File: src/rtl/panel_image_pkg.sv
// constants shared by the operator panel input image logic
package panel_image_pkg;

   // ---------------------------------------------------------------
   // clock and timing
   // ---------------------------------------------------------------
   localparam int unsigned CLK_HZ         = 25_000_000;
   localparam int unsigned CLK_PER_MS     = CLK_HZ / 1000;
   localparam int unsigned FAST_HALF_MS   = 125;   // fast flash, half period
   localparam int unsigned SLOW_HALF_MS   = 500;   // slow flash, half period
   localparam int unsigned FAST_HALF_CYC  = FAST_HALF_MS * CLK_PER_MS;
   localparam int unsigned SLOW_HALF_CYC  = SLOW_HALF_MS * CLK_PER_MS;
   localparam int unsigned DIV_W          = 24;

   // ---------------------------------------------------------------
   // register byte addresses
   // ---------------------------------------------------------------
   localparam logic [4:0] ADDR_IMAGE      = 5'h00;  // bytes n..n+3
   localparam logic [4:0] ADDR_COUNT      = 5'h04;  // bytes n+4, n+5
   localparam logic [4:0] ADDR_BTN_LAMP   = 5'h08;
   localparam logic [4:0] ADDR_FK_LAMP_LO = 5'h0C;  // keys 1..16
   localparam logic [4:0] ADDR_FK_LAMP_HI = 5'h10;  // keys 17..18
   localparam logic [4:0] ADDR_LINK       = 5'h14;
   localparam logic [4:0] ADDR_RESTORE    = 5'h18;

   // ---------------------------------------------------------------
   // field positions
   // ---------------------------------------------------------------
   localparam int unsigned NUM_FKEYS      = 18;
   localparam int unsigned FK_LSB         = 0;      // func_key_first at bit 0
   localparam int unsigned SW_LOW_BIT     = 24;     // keyswitch_code_low
   localparam int unsigned SW_HIGH_BIT    = 25;     // keyswitch_code_high
   localparam int unsigned BTN_LEFT_BIT   = 26;     // left_lit_button
   localparam int unsigned BTN_RIGHT_BIT  = 28;     // right_lit_button
   localparam int unsigned LAMP_LEFT_BIT  = 1;
   localparam int unsigned LAMP_RIGHT_BIT = 2;
   localparam int unsigned FWD_LSB        = 0;      // fwd_count_lsb
   localparam int unsigned BACK_LSB       = 8;      // back_count_lsb
   localparam int unsigned LINK_BIT       = 0;
   localparam logic [31:0] IMAGE_MASK     = 32'h1703_FFFF;

   // ---------------------------------------------------------------
   // reset values and lamp command codes
   // ---------------------------------------------------------------
   localparam logic [31:0] ZERO_WORD      = 32'h0000_0000;
   localparam logic [1:0]  LAMP_OFF       = 2'h0;
   localparam logic [1:0]  LAMP_FAST      = 2'h1;
   localparam logic [1:0]  LAMP_SLOW      = 2'h2;
   localparam logic [1:0]  LAMP_ON        = 2'h3;

endpackage

File: src/rtl/panel_image.sv
// operator panel input image and lamp command logic with avalon-mm slave
// Operation
// - key switch reported as two bits: centre 00, clockwise 01, counter-clockwise 10
// - pushbutton status bit is 1 while held, 0 while released
// - pushbutton lamp dark on command 0, steadily lit on command 1
// - both handwheel count bytes clear to zero at start-up
// - forward and backward pulses kept in separate unsigned bytes, bit 0 lsb
// - each pulse bumps only its direction byte; 255 wraps to 0
// - counters cannot be preset; only pulses and start-up change them
// - counting keeps up with 200 pulses per second, 50 per turn
// - function key lamp command: 00 off, 01 fast, 10 slow, 11 on
// - on link up, control bits load the controller's previous values
// - after link up, a bit updates only when its element changes
// - image bytes: keys 1-8, 9-16, 17-18, then switch and buttons
// - function key status bit is 1 while pressed, 0 when released
`timescale 1ns/1ps
module panel_image
   import panel_image_pkg::*;
#(
   parameter int unsigned FAST_HALF_CYCLES = FAST_HALF_CYC,
   parameter int unsigned SLOW_HALF_CYCLES = SLOW_HALF_CYC
) (
   input  wire logic        clk_sys_i,
   input  wire logic        rst_i,
   // avalon-mm slave
   input  wire logic [4:0]  address_i,
   input  wire logic        read_i,
   input  wire logic        write_i,
   input  wire logic [31:0] writedata_i,
   input  wire logic [3:0]  byteenable_i,
   output logic      [31:0] readdata_o,
   output logic             waitrequest_o,
   // panel pins
   input  wire logic [17:0] func_key_i,
   input  wire logic        key_cw_i,
   input  wire logic        key_ccw_i,
   input  wire logic        left_lit_button_i,
   input  wire logic        right_lit_button_i,
   input  wire logic        enc_fwd_i,
   input  wire logic        enc_back_i,
   output logic      [17:0] func_lamp_o,
   output logic             left_lamp_o,
   output logic             right_lamp_o
);

   // ---------------------------------------------------------------
   // declarations
   // ---------------------------------------------------------------
   logic [23:0]      raw_w;
   logic [23:0]      lvl_w;
   logic [23:0]      prv_w;
   logic [17:0]      fk_lvl_w;
   logic [1:0]       sw_lvl_w;
   logic [1:0]       btn_lvl_w;
   logic             fwd_pulse_w;
   logic             back_pulse_w;
   logic [7:0]       fwd_cnt_w;
   logic [7:0]       back_cnt_w;
   logic [31:0]      samp_w;
   logic [31:0]      samp_prev_w;
   logic [31:0]      chg_w;
   logic [31:0]      image_ff;
   logic [31:0]      nxt_image;
   logic [31:0]      restore_ff;
   logic             link_ff;
   logic             link_prev_ff;
   logic             link_rise_w;
   logic [1:0]       btn_cmd_ff;
   logic [35:0]      fk_cmd_ff;
   logic [DIV_W-1:0] fast_div_ff;
   logic [DIV_W-1:0] slow_div_ff;
   logic             fast_ph_ff;
   logic             slow_ph_ff;
   logic             fast_tick_w;
   logic             slow_tick_w;
   logic [17:0]      nxt_func_lamp;
   logic             acc_w;
   logic             wr_go_w;
   logic [31:0]      wmask_w;
   logic [31:0]      rd_mux_w;
   logic             sel_image_w;
   logic             sel_count_w;
   logic             sel_btn_w;
   logic             sel_fk_lo_w;
   logic             sel_fk_hi_w;
   logic             sel_link_w;
   logic             sel_rest_w;
   logic             first_ff;

   // ---------------------------------------------------------------
   // input synchronisation
   // ---------------------------------------------------------------
   assign raw_w = {enc_back_i, enc_fwd_i, right_lit_button_i, left_lit_button_i,
                   key_ccw_i, key_cw_i, func_key_i};

   sync_edge #(
      .W (24)
   ) u_sync (
      .clk_sys_i (clk_sys_i),
      .rst_i     (rst_i),
      .async_i   (raw_w),
      .level_o   (lvl_w),
      .prev_o    (prv_w)
   );

   assign fk_lvl_w  = lvl_w[17:0];
   assign sw_lvl_w  = lvl_w[19:18];
   assign btn_lvl_w = lvl_w[21:20];
   assign fwd_pulse_w  = lvl_w[22] & ~prv_w[22];
   assign back_pulse_w = lvl_w[23] & ~prv_w[23];

   // ---------------------------------------------------------------
   // handwheel counters
   // ---------------------------------------------------------------
   // pulses at 200 per second are far slower than three clock cycles
   // each direction has its own counter
   wrap_count8 u_fwd_cnt (
      .clk_sys_i (clk_sys_i),
      .rst_i     (rst_i),
      .inc_i     (fwd_pulse_w),
      .count_o   (fwd_cnt_w)
   );

   // both counters clear on reset, no preset path
   wrap_count8 u_back_cnt (
      .clk_sys_i (clk_sys_i),
      .rst_i     (rst_i),
      .inc_i     (back_pulse_w),
      .count_o   (back_cnt_w)
   );

   // ---------------------------------------------------------------
   // control element image
   // ---------------------------------------------------------------
   // byte packing of keys, switch and buttons
   // switch code, pressed reads as 1
   always_comb begin
      samp_w = ZERO_WORD;
      samp_w[FK_LSB +: NUM_FKEYS] = fk_lvl_w;
      samp_w[SW_LOW_BIT]          = sw_lvl_w[0];
      samp_w[SW_HIGH_BIT]         = sw_lvl_w[1];
      samp_w[BTN_LEFT_BIT]        = btn_lvl_w[0];
      samp_w[BTN_RIGHT_BIT]       = btn_lvl_w[1];
   end

   always_comb begin
      samp_prev_w = ZERO_WORD;
      samp_prev_w[FK_LSB +: NUM_FKEYS] = prv_w[17:0];
      samp_prev_w[SW_LOW_BIT]          = prv_w[18];
      samp_prev_w[SW_HIGH_BIT]         = prv_w[19];
      samp_prev_w[BTN_LEFT_BIT]        = prv_w[20];
      samp_prev_w[BTN_RIGHT_BIT]       = prv_w[21];
   end

   assign chg_w       = samp_w ^ samp_prev_w;
   assign link_rise_w = link_ff & ~link_prev_ff;

   // link rise loads the restored word; later only changes pass
   assign nxt_image = !link_ff    ? samp_w :
                      link_rise_w ? (restore_ff & IMAGE_MASK) :
                      (image_ff & ~chg_w) | (samp_w & chg_w);

   // local sampling runs until the link is up, so start-up values still show
   always_ff @(posedge clk_sys_i or posedge rst_i) begin
      if (rst_i) begin
         image_ff     <= ZERO_WORD;
         link_prev_ff <= 1'b0;
         first_ff     <= 1'b1;
      end else begin
         image_ff     <= nxt_image;
         link_prev_ff <= link_ff;
         first_ff     <= 1'b0;
      end
   end

   // ---------------------------------------------------------------
   // flash rate dividers
   // ---------------------------------------------------------------
   assign fast_tick_w = (fast_div_ff == DIV_W'(FAST_HALF_CYCLES - 1));
   assign slow_tick_w = (slow_div_ff == DIV_W'(SLOW_HALF_CYCLES - 1));

   // free-running phases, so all lamps flashing at the same rate blink in step
   always_ff @(posedge clk_sys_i or posedge rst_i) begin
      if (rst_i) begin
         fast_div_ff <= '0;
         slow_div_ff <= '0;
         fast_ph_ff  <= 1'b0;
         slow_ph_ff  <= 1'b0;
      end else begin
         fast_div_ff <= fast_tick_w ? '0 : DIV_W'(fast_div_ff + 1'b1);
         slow_div_ff <= slow_tick_w ? '0 : DIV_W'(slow_div_ff + 1'b1);
         fast_ph_ff  <= fast_ph_ff ^ fast_tick_w;
         slow_ph_ff  <= slow_ph_ff ^ slow_tick_w;
      end
   end

   // ---------------------------------------------------------------
   // lamp drive
   // ---------------------------------------------------------------
   // two-bit command per function key lamp
   always_comb begin
      for (int k = 0; k < NUM_FKEYS; k++) begin
         case (fk_cmd_ff[2*k +: 2])
            LAMP_OFF:  nxt_func_lamp[k] = 1'b0;
            LAMP_FAST: nxt_func_lamp[k] = fast_ph_ff;
            LAMP_SLOW: nxt_func_lamp[k] = slow_ph_ff;
            default:   nxt_func_lamp[k] = 1'b1;
         endcase
      end
   end

   // pushbutton lamps follow their command bits
   always_ff @(posedge clk_sys_i or posedge rst_i) begin
      if (rst_i) begin
         func_lamp_o  <= '0;
         left_lamp_o  <= 1'b0;
         right_lamp_o <= 1'b0;
      end else begin
         func_lamp_o  <= nxt_func_lamp;
         left_lamp_o  <= btn_cmd_ff[0];
         right_lamp_o <= btn_cmd_ff[1];
      end
   end

   // ---------------------------------------------------------------
   // avalon-mm slave
   // ---------------------------------------------------------------
   // a request is taken while waitrequest is high, answered one cycle later
   assign acc_w   = (read_i | write_i) & waitrequest_o;
   assign wr_go_w = write_i & ~waitrequest_o;
   assign wmask_w = {{8{byteenable_i[3]}}, {8{byteenable_i[2]}},
                     {8{byteenable_i[1]}}, {8{byteenable_i[0]}}};

   assign sel_image_w = (address_i == ADDR_IMAGE);
   assign sel_count_w = (address_i == ADDR_COUNT);
   assign sel_btn_w   = (address_i == ADDR_BTN_LAMP);
   assign sel_fk_lo_w = (address_i == ADDR_FK_LAMP_LO);
   assign sel_fk_hi_w = (address_i == ADDR_FK_LAMP_HI);
   assign sel_link_w  = (address_i == ADDR_LINK);
   assign sel_rest_w  = (address_i == ADDR_RESTORE);

   // count word: forward byte low, backward byte above
   assign rd_mux_w =
      sel_image_w ? image_ff :
      sel_count_w ? {16'h0000, back_cnt_w, fwd_cnt_w} :
      sel_btn_w   ? {29'h0000_0000, btn_cmd_ff[1], btn_cmd_ff[0], 1'b0} :
      sel_fk_lo_w ? fk_cmd_ff[31:0] :
      sel_fk_hi_w ? {28'h000_0000, fk_cmd_ff[35:32]} :
      sel_link_w  ? {31'h0000_0000, link_ff} :
      sel_rest_w  ? restore_ff :
                    ZERO_WORD;   // unmapped reads return zero

   // waitrequest low for exactly one cycle per request
   always_ff @(posedge clk_sys_i or posedge rst_i) begin
      if (rst_i) begin
         waitrequest_o <= 1'b1;
         readdata_o    <= ZERO_WORD;
      end else begin
         waitrequest_o <= ~acc_w;
         if (acc_w && read_i) begin
            readdata_o <= rd_mux_w;
         end
      end
   end

   // writable registers; count and image words ignore writes
   always_ff @(posedge clk_sys_i or posedge rst_i) begin
      if (rst_i) begin
         btn_cmd_ff <= 2'h0;
         fk_cmd_ff  <= '0;
         link_ff    <= 1'b0;
         restore_ff <= ZERO_WORD;
      end else if (wr_go_w) begin
         if (sel_btn_w && byteenable_i[0]) begin
            btn_cmd_ff <= {writedata_i[LAMP_RIGHT_BIT], writedata_i[LAMP_LEFT_BIT]};
         end
         if (sel_fk_lo_w) begin
            fk_cmd_ff[31:0] <= (fk_cmd_ff[31:0] & ~wmask_w) | (writedata_i & wmask_w);
         end
         if (sel_fk_hi_w && byteenable_i[0]) begin
            fk_cmd_ff[35:32] <= writedata_i[3:0];
         end
         if (sel_link_w && byteenable_i[0]) begin
            link_ff <= writedata_i[LINK_BIT];
         end
         if (sel_rest_w) begin
            restore_ff <= (restore_ff & ~wmask_w) | (writedata_i & wmask_w);
         end
      end
   end
endmodule

File: src/rtl/sync_edge.sv
// two-stage synchroniser with change detection on the settled level
`timescale 1ns/1ps
module sync_edge #(
   parameter int unsigned W = 1
) (
   input  wire logic         clk_sys_i,
   input  wire logic         rst_i,
   input  wire logic [W-1:0] async_i,
   output logic      [W-1:0] level_o,
   output logic      [W-1:0] prev_o
);
   logic [W-1:0] meta_ff;

   // meta_ff feeds only level_o; edges are taken between level and prev
   always_ff @(posedge clk_sys_i or posedge rst_i) begin
      if (rst_i) begin
         meta_ff <= '0;
         level_o <= '0;
         prev_o  <= '0;
      end else begin
         meta_ff <= async_i;
         level_o <= meta_ff;
         prev_o  <= level_o;
      end
   end
endmodule

File: src/rtl/wrap_count8.sv
// eight-bit wrap-around pulse counter, cleared only by reset
`timescale 1ns/1ps
module wrap_count8 (
   input  wire logic       clk_sys_i,
   input  wire logic       rst_i,
   input  wire logic       inc_i,
   output logic      [7:0] count_o
);
   // no load port: the count moves only on pulses and reset
   always_ff @(posedge clk_sys_i or posedge rst_i) begin
      if (rst_i) begin
         count_o <= 8'h00;
      end else if (inc_i) begin
         count_o <= 8'(count_o + 8'h01);
      end
   end
endmodule
File: config.mk
export PLATFORM = sky130hd
export DESIGN_NAME = panel_image
export DESIGN_NICKNAME = d
export VERILOG_FILES = /design/src/rtl/panel_image_pkg.sv /design/src/rtl/panel_image.sv /design/src/rtl/sync_edge.sv /design/src/rtl/wrap_count8.sv
export SDC_FILE = /design/constraint.sdc
export NUM_CORES = 1
export LEC_CHECK = 0
export BUFFER_PORTS_ARGS = -buffer_cell sky130_fd_sc_hd__buf_2
export CORE_MARGIN = 1.5
export CORE_UTILIZATION = 23
export DETAILED_ROUTE_END_ITERATION = 10
export PLACE_DENSITY = 0.42
export SYNTH_ARGS = -nofsm -noshare
export SYNTH_HDL_FRONTEND = slang
export SYNTH_SLANG_ARGS = --single-unit
File: constraint.sdc
create_clock -name clk_sys_i -period 24.4 [get_ports clk_sys_i]
set_input_delay 4.88 -clock clk_sys_i [delete_from_list [all_inputs] [get_ports clk_sys_i]]
set_output_delay 4.88 -clock clk_sys_i [all_outputs]
set_load 0.1 [all_outputs]
; ---- Yosys cells after proc, flatten, opt, wreduce, memory -nomap -nowiden
; Cells that the tools add are included.
[word_totals]
regBits = 295
input_bits = 69
output_inout_bits = 53
elab_cells = 150
[classes]
n_addsub = 4
eq_ne = 44
muxes = 29
n_bitwise = 24
n_reduce_logical = 28
[op_table]
columns = op, count
row1 = 2-to-1 mux 32 bit, 9
row2 = AND 32 bit, 4
row3 = OR 32 bit, 2
row4 = one-hot mux 1 bit (3 select lines), 18
row5 = adder 24 x 1 -> 24 bit (second input constant), 2
row6 = 2-to-1 mux 24 bit, 2
row7 = == test 2 x 1 -> 1 bit (second input constant), 18
row8 = == test 2 bit (second input constant), 18
row9 = zero test 2 bit, 18
row10 = NOT 29 -> 32 bit, 1
row11 = NOT 32 bit, 1
row12 = OR 32 x 29 -> 32 bit, 1
row13 = AND 29 bit, 1
row14 = bitwise XOR 29 bit, 1
row15 = == test 24 x 22 -> 1 bit (second input constant), 1
row16 = == test 24 bit (second input constant), 1
row17 = adder 8 x 1 -> 8 bit (second input constant), 2
row18 = == test 5 bit (second input constant), 3
row19 = == test 5 x 4 -> 1 bit (second input constant), 2
row20 = AND reduction 2 bit, 5
row21 = AND 1 bit, 5
row22 = == test 5 x 3 -> 1 bit (second input constant), 1
row23 = zero test 5 bit, 1
row24 = NOT 1 bit, 5
row25 = 3 further kinds, 7

; ---- Depth between registers and ports, before layout
[depth]
word_depth = 8
ltp_mapped = 7
depth_no_buf = 5

; ---- Modules after synthesis
; Synthesis repeated with hierarchy kept, for this count alone.
[hier_totals]
cells_unflattened = 979
area_unflattened_um2 = 11410.9
[modules_own_cells]
columns = module, n_inst, cells_per_inst, area_each_um2, seq_area_each_um2
row1 = panel_image, 1, 852, 8914.8, 4931.0
row2 = sync_edge, 1, 73, 1805.5, 1801.7
row3 = wrap_count8, 2, 27, 345.3, 200.2

; ---- Worst setup path after synthesis
; No wires, ideal clock.
[synth_path]
path_type = input-to-reg
start = input address_i[4]
end = register fk_cmd_ff[0]
setup_time_ps = 125
arrival_time_ps = 6163
required_ps = 24275
setup_slack_ps = 18112
stages = 6
n_path_buf = 2
path_cell_list = or3_4 > nor2b_1 > buf_4 > and3_1 > buf_4 > mux2_2
[synth_via]
elab_chain_cells = 2
[synth_lines]
columns = element, line
row1 = start: declaration, panel_image.sv:26  ; input wire logic [4:0] address_i,
row2 = == test 5 x 4 -> 1 bit, panel_image.sv:237  ; assign sel_fk_lo_w = (address_i == ADDR_FK_LAMP_LO);
row3 = AND reduction 2 bit (no line), -
row4 = end signal: assignment, panel_image.sv:278  ; fk_cmd_ff[31:0] <= (fk_cmd_ff[31:0] & ~wmask_w) | (writedata_i & wmask_w);
row5 = end: declaration, panel_image.sv:69  ; logic [35:0] fk_cmd_ff;
; No other way between the ends.
; A chain may end at the register's enable or synchronous reset.

==> impl_metrics.tcl <==
set metrics [dict create \
    seq_area_frac_synth_pct 61.2 \
    rsz0062_at_grt "false" \
    synth.most_common_cell "dfrtp_1" \
    hold_viol 0 \
    root_buffer "clkbuf_16" \
    via_per_inst 4.39 \
    p_int_uw 888 \
    min_period_ns 6.70 \
    nFillCells 5291 \
    cp-end-kind "asynchronous set/reset pin" \
    chipWidth_um 228 \
    clkTransAtPathRegs_ns 0.06 \
    tightest_slew_ns 1.13 \
    path_max_fanout 78 \
    cts_tree "done" \
    synth_edf_count 0 \
    synth_nets 1046 \
    worstSetupPathType "input pin to asynchronous set/reset pin" \
    dp_hpwl_mm 21.0 \
    total_leakage_power_uw 0.00640 \
    dieArea_um2 52000 \
    regArea_um2 7130 \
    setup_viol 0 \
    io_buffers 121 \
    ant_nets 0 \
    cts_hold_buf 0 \
    synth_top_cell_by_area "dfrtp_1" \
    grt_pass1_vias 8330 \
    slew_violations 0 \
    row_count 82 \
    status "finished clean" \
    whs_ns 0.343 \
    cts.sinks 285 \
    core_area_um2 50100 \
    wire_per_inst_um 17.4 \
    synth_top_area_share_pct 61.0 \
    clock-skew-final_ns 0.0220 \
    cts-htree-levels 2 \
    wl_mm 31.2 \
    synth_flop_cell "dfrtp_1" \
    crit_arrival_ns 7.20 \
    synth_seq_cells 285 \
    worstSetupStartpointType "input pin" \
    fin_tns_setup_ns 0 \
    preCtsSetupSlack_ns 16.97 \
    drv_cap 0 \
    cts_buffer_depth 3 \
    switching_share_pct 26.8 \
    post_cts_buffers 0 \
    p_comb_share_pct 10.7 \
    drc 0 \
    initial_core_util_pct 23.3 \
    area_delta_synth_final_pct 21.6 \
    fin_ws_ns 17.70 \
    dieHeight_um 228 \
    fmax_mhz 149 \
    dr.pass1.iters 4 \
    antenna_found_initial 3 \
    grt_max_degree 79 \
    clk_latency_ns 0.52 \
    power_density_nw_per_um2 85.7 \
    io_pins 122 \
    finish.utilization_pct 28.3 \
    gp_congestion 0.758 \
    cts_buffers 34 \
    yosys-top-cells-count "dfrtp_1, nor2_1, a21oi_1" \
    seq_power_share_pct 44.4 \
    multi_input_area_um2 4180 \
    post_cts_resized 0 \
    p_sw_uw 326 \
    hold_class "flip-flop to flip-flop" \
    relSlewSlack_pct 24.6 \
    crit_required_ns 24.90 \
    syn_area_per_cell_um2 12.0 \
    clock_power_share_pct 44.9 \
    drt-initial-drc-count 442 \
    grt_usage_pct 12.1 \
    nets 1165 \
    async_flop_share_pct 100 \
    vias 7863 \
    synth_cell_type_count 63 \
    overflow 0 \
    fin_crit_sh_pct 27.5 \
    synth_cells 973 \
    peakVddDrop_v 0.0000387 \
    syn_area_um2 11700 \
    drive_gt1_share_pct 25.0 \
    grt_pass1_wl_mm 49.4 \
    ys_top_cells_by_area "dfrtp_1, mux2_2, a21oi_1, nor2_1, nand2_1" \
    ys_warn_count 0 \
]
-- worst max-delay path, cell delays in order --
cell and delay [ns]:
buf_2 0.13, inv_8 0.38, buf_4 0.80, buf_4 0.88
-- flip-flops by register name, summed over array words and instances (netlist names), 22 cells and up --
name and cells:
u_sync.meta_ff 24, restore_ff 32, fk_cmd_ff 36, image_ff 22
u_sync.level_o 24, slow_div_ff 24, fast_div_ff 24, readdata_o 32
u_sync.prev_o 24
-- per-layer routing --
metal  routed length, um  track usage, %
met4                 782            3.31
met1               14400            16.2
met5                  27               0
met3                1590            2.97
met2               14400            19.5
-- kinds of logic (layout without fill, tap and decap cells) --
group,count (synthesis),count (layout),share of synthesized area [%]
xor+xnor,46,46,3.46
flops,285,285,61.2
compound gates,214,214,11.3
fa+ha+maj,4,4,0.430
mux,92,92,8.82
buf+inv,76,220,2.96
other cells,0,1,0
simple gates,256,256,11.8
-- final timing paths --
check | depth (start not counted) | slack [ns] | start | endpoint
max in group clk_sys_i | 6 | 17.81 | address_i[3] | fk_cmd_ff[18]
worst min-delay path | 0 | 0.34 | u_sync.meta_ff[5] | u_sync.level_o[5]
worst max register to register | 5 | 22.03 | slow_div_ff[0] | slow_div_ff[10]
min in group asynchronous | 2 | 4.44 | rst_i | u_sync.meta_ff[14]
worst min register to register | 0 | 0.34 | u_sync.meta_ff[5] | u_sync.level_o[5]
worst max-delay path | 4 | 17.70 | rst_i | u_sync.meta_ff[23]
-- power by group through the flow --
stage	combinational [uW]	sequential [uW]	clock [uW]
after floorplan	59.2	577	0
after global placement	131	547	0
after detailed placement	133	548	0
after CTS	133	540	564
after global routing	143	544	582
final	130	539	545
-- metrics by stage --
step / total power, uW / instance area [um^2] / std cells
2_1_floorplan: 637 / 11700 / 973
3_3_place_gp: 679 / 12900 / 1728
3_5_place_dp: 681 / 12900 / 1728
4_1_cts: 1240 / 14200 / 1789
5_1_grt: 1270 / 14200 / 1789
6_report: 1210 / 14200 / 1790
-- cells in the final DEF, fill, tap and decap left out, types with 7 or more instances in the layout --
| cell type | n |
|---|---|
| nor2b_1 | 7 |
| clkbuf_16 | 35 |
| a22oi_1 | 17 |
| buf_4 | 11 |
| nand4_1 | 18 |
| inv_1 | 26 |
| a221oi_1 | 12 |
| xor2_1 | 21 |
| buf_2 | 121 |
| clkbuf_8 | 8 |
| nand2_1 | 64 |
| and4_1 | 9 |
| a21boi_0 | 10 |
| o22ai_1 | 38 |
| o21ai_0 | 41 |
| and2_1 | 9 |
| mux2_2 | 71 |
| dfrtp_1 | 284 |
| nor2_1 | 77 |
| a21oi_1 | 72 |
| xnor2_1 | 25 |
| nand3_1 | 21 |
| mux2i_1 | 16 |
| and3_1 | 9 |
-- layout make-up --
| cell class | count | share of cell area [%] |
|---|---|---|
| Sequential cell | 285 | 50.3 |
| Multi-Input combinational cell | 612 | 29.5 |
| Clock buffer | 47 | 7.06 |
| Tap cell | 672 | 5.93 |
| Timing Repair Buffer | 132 | 4.86 |
| Clock inverter | 14 | 1.55 |
| Inverter | 27 | 0.768 |
| Antenna cell | 1 | 0.0177 |
(Power assumes the default switching activity.)
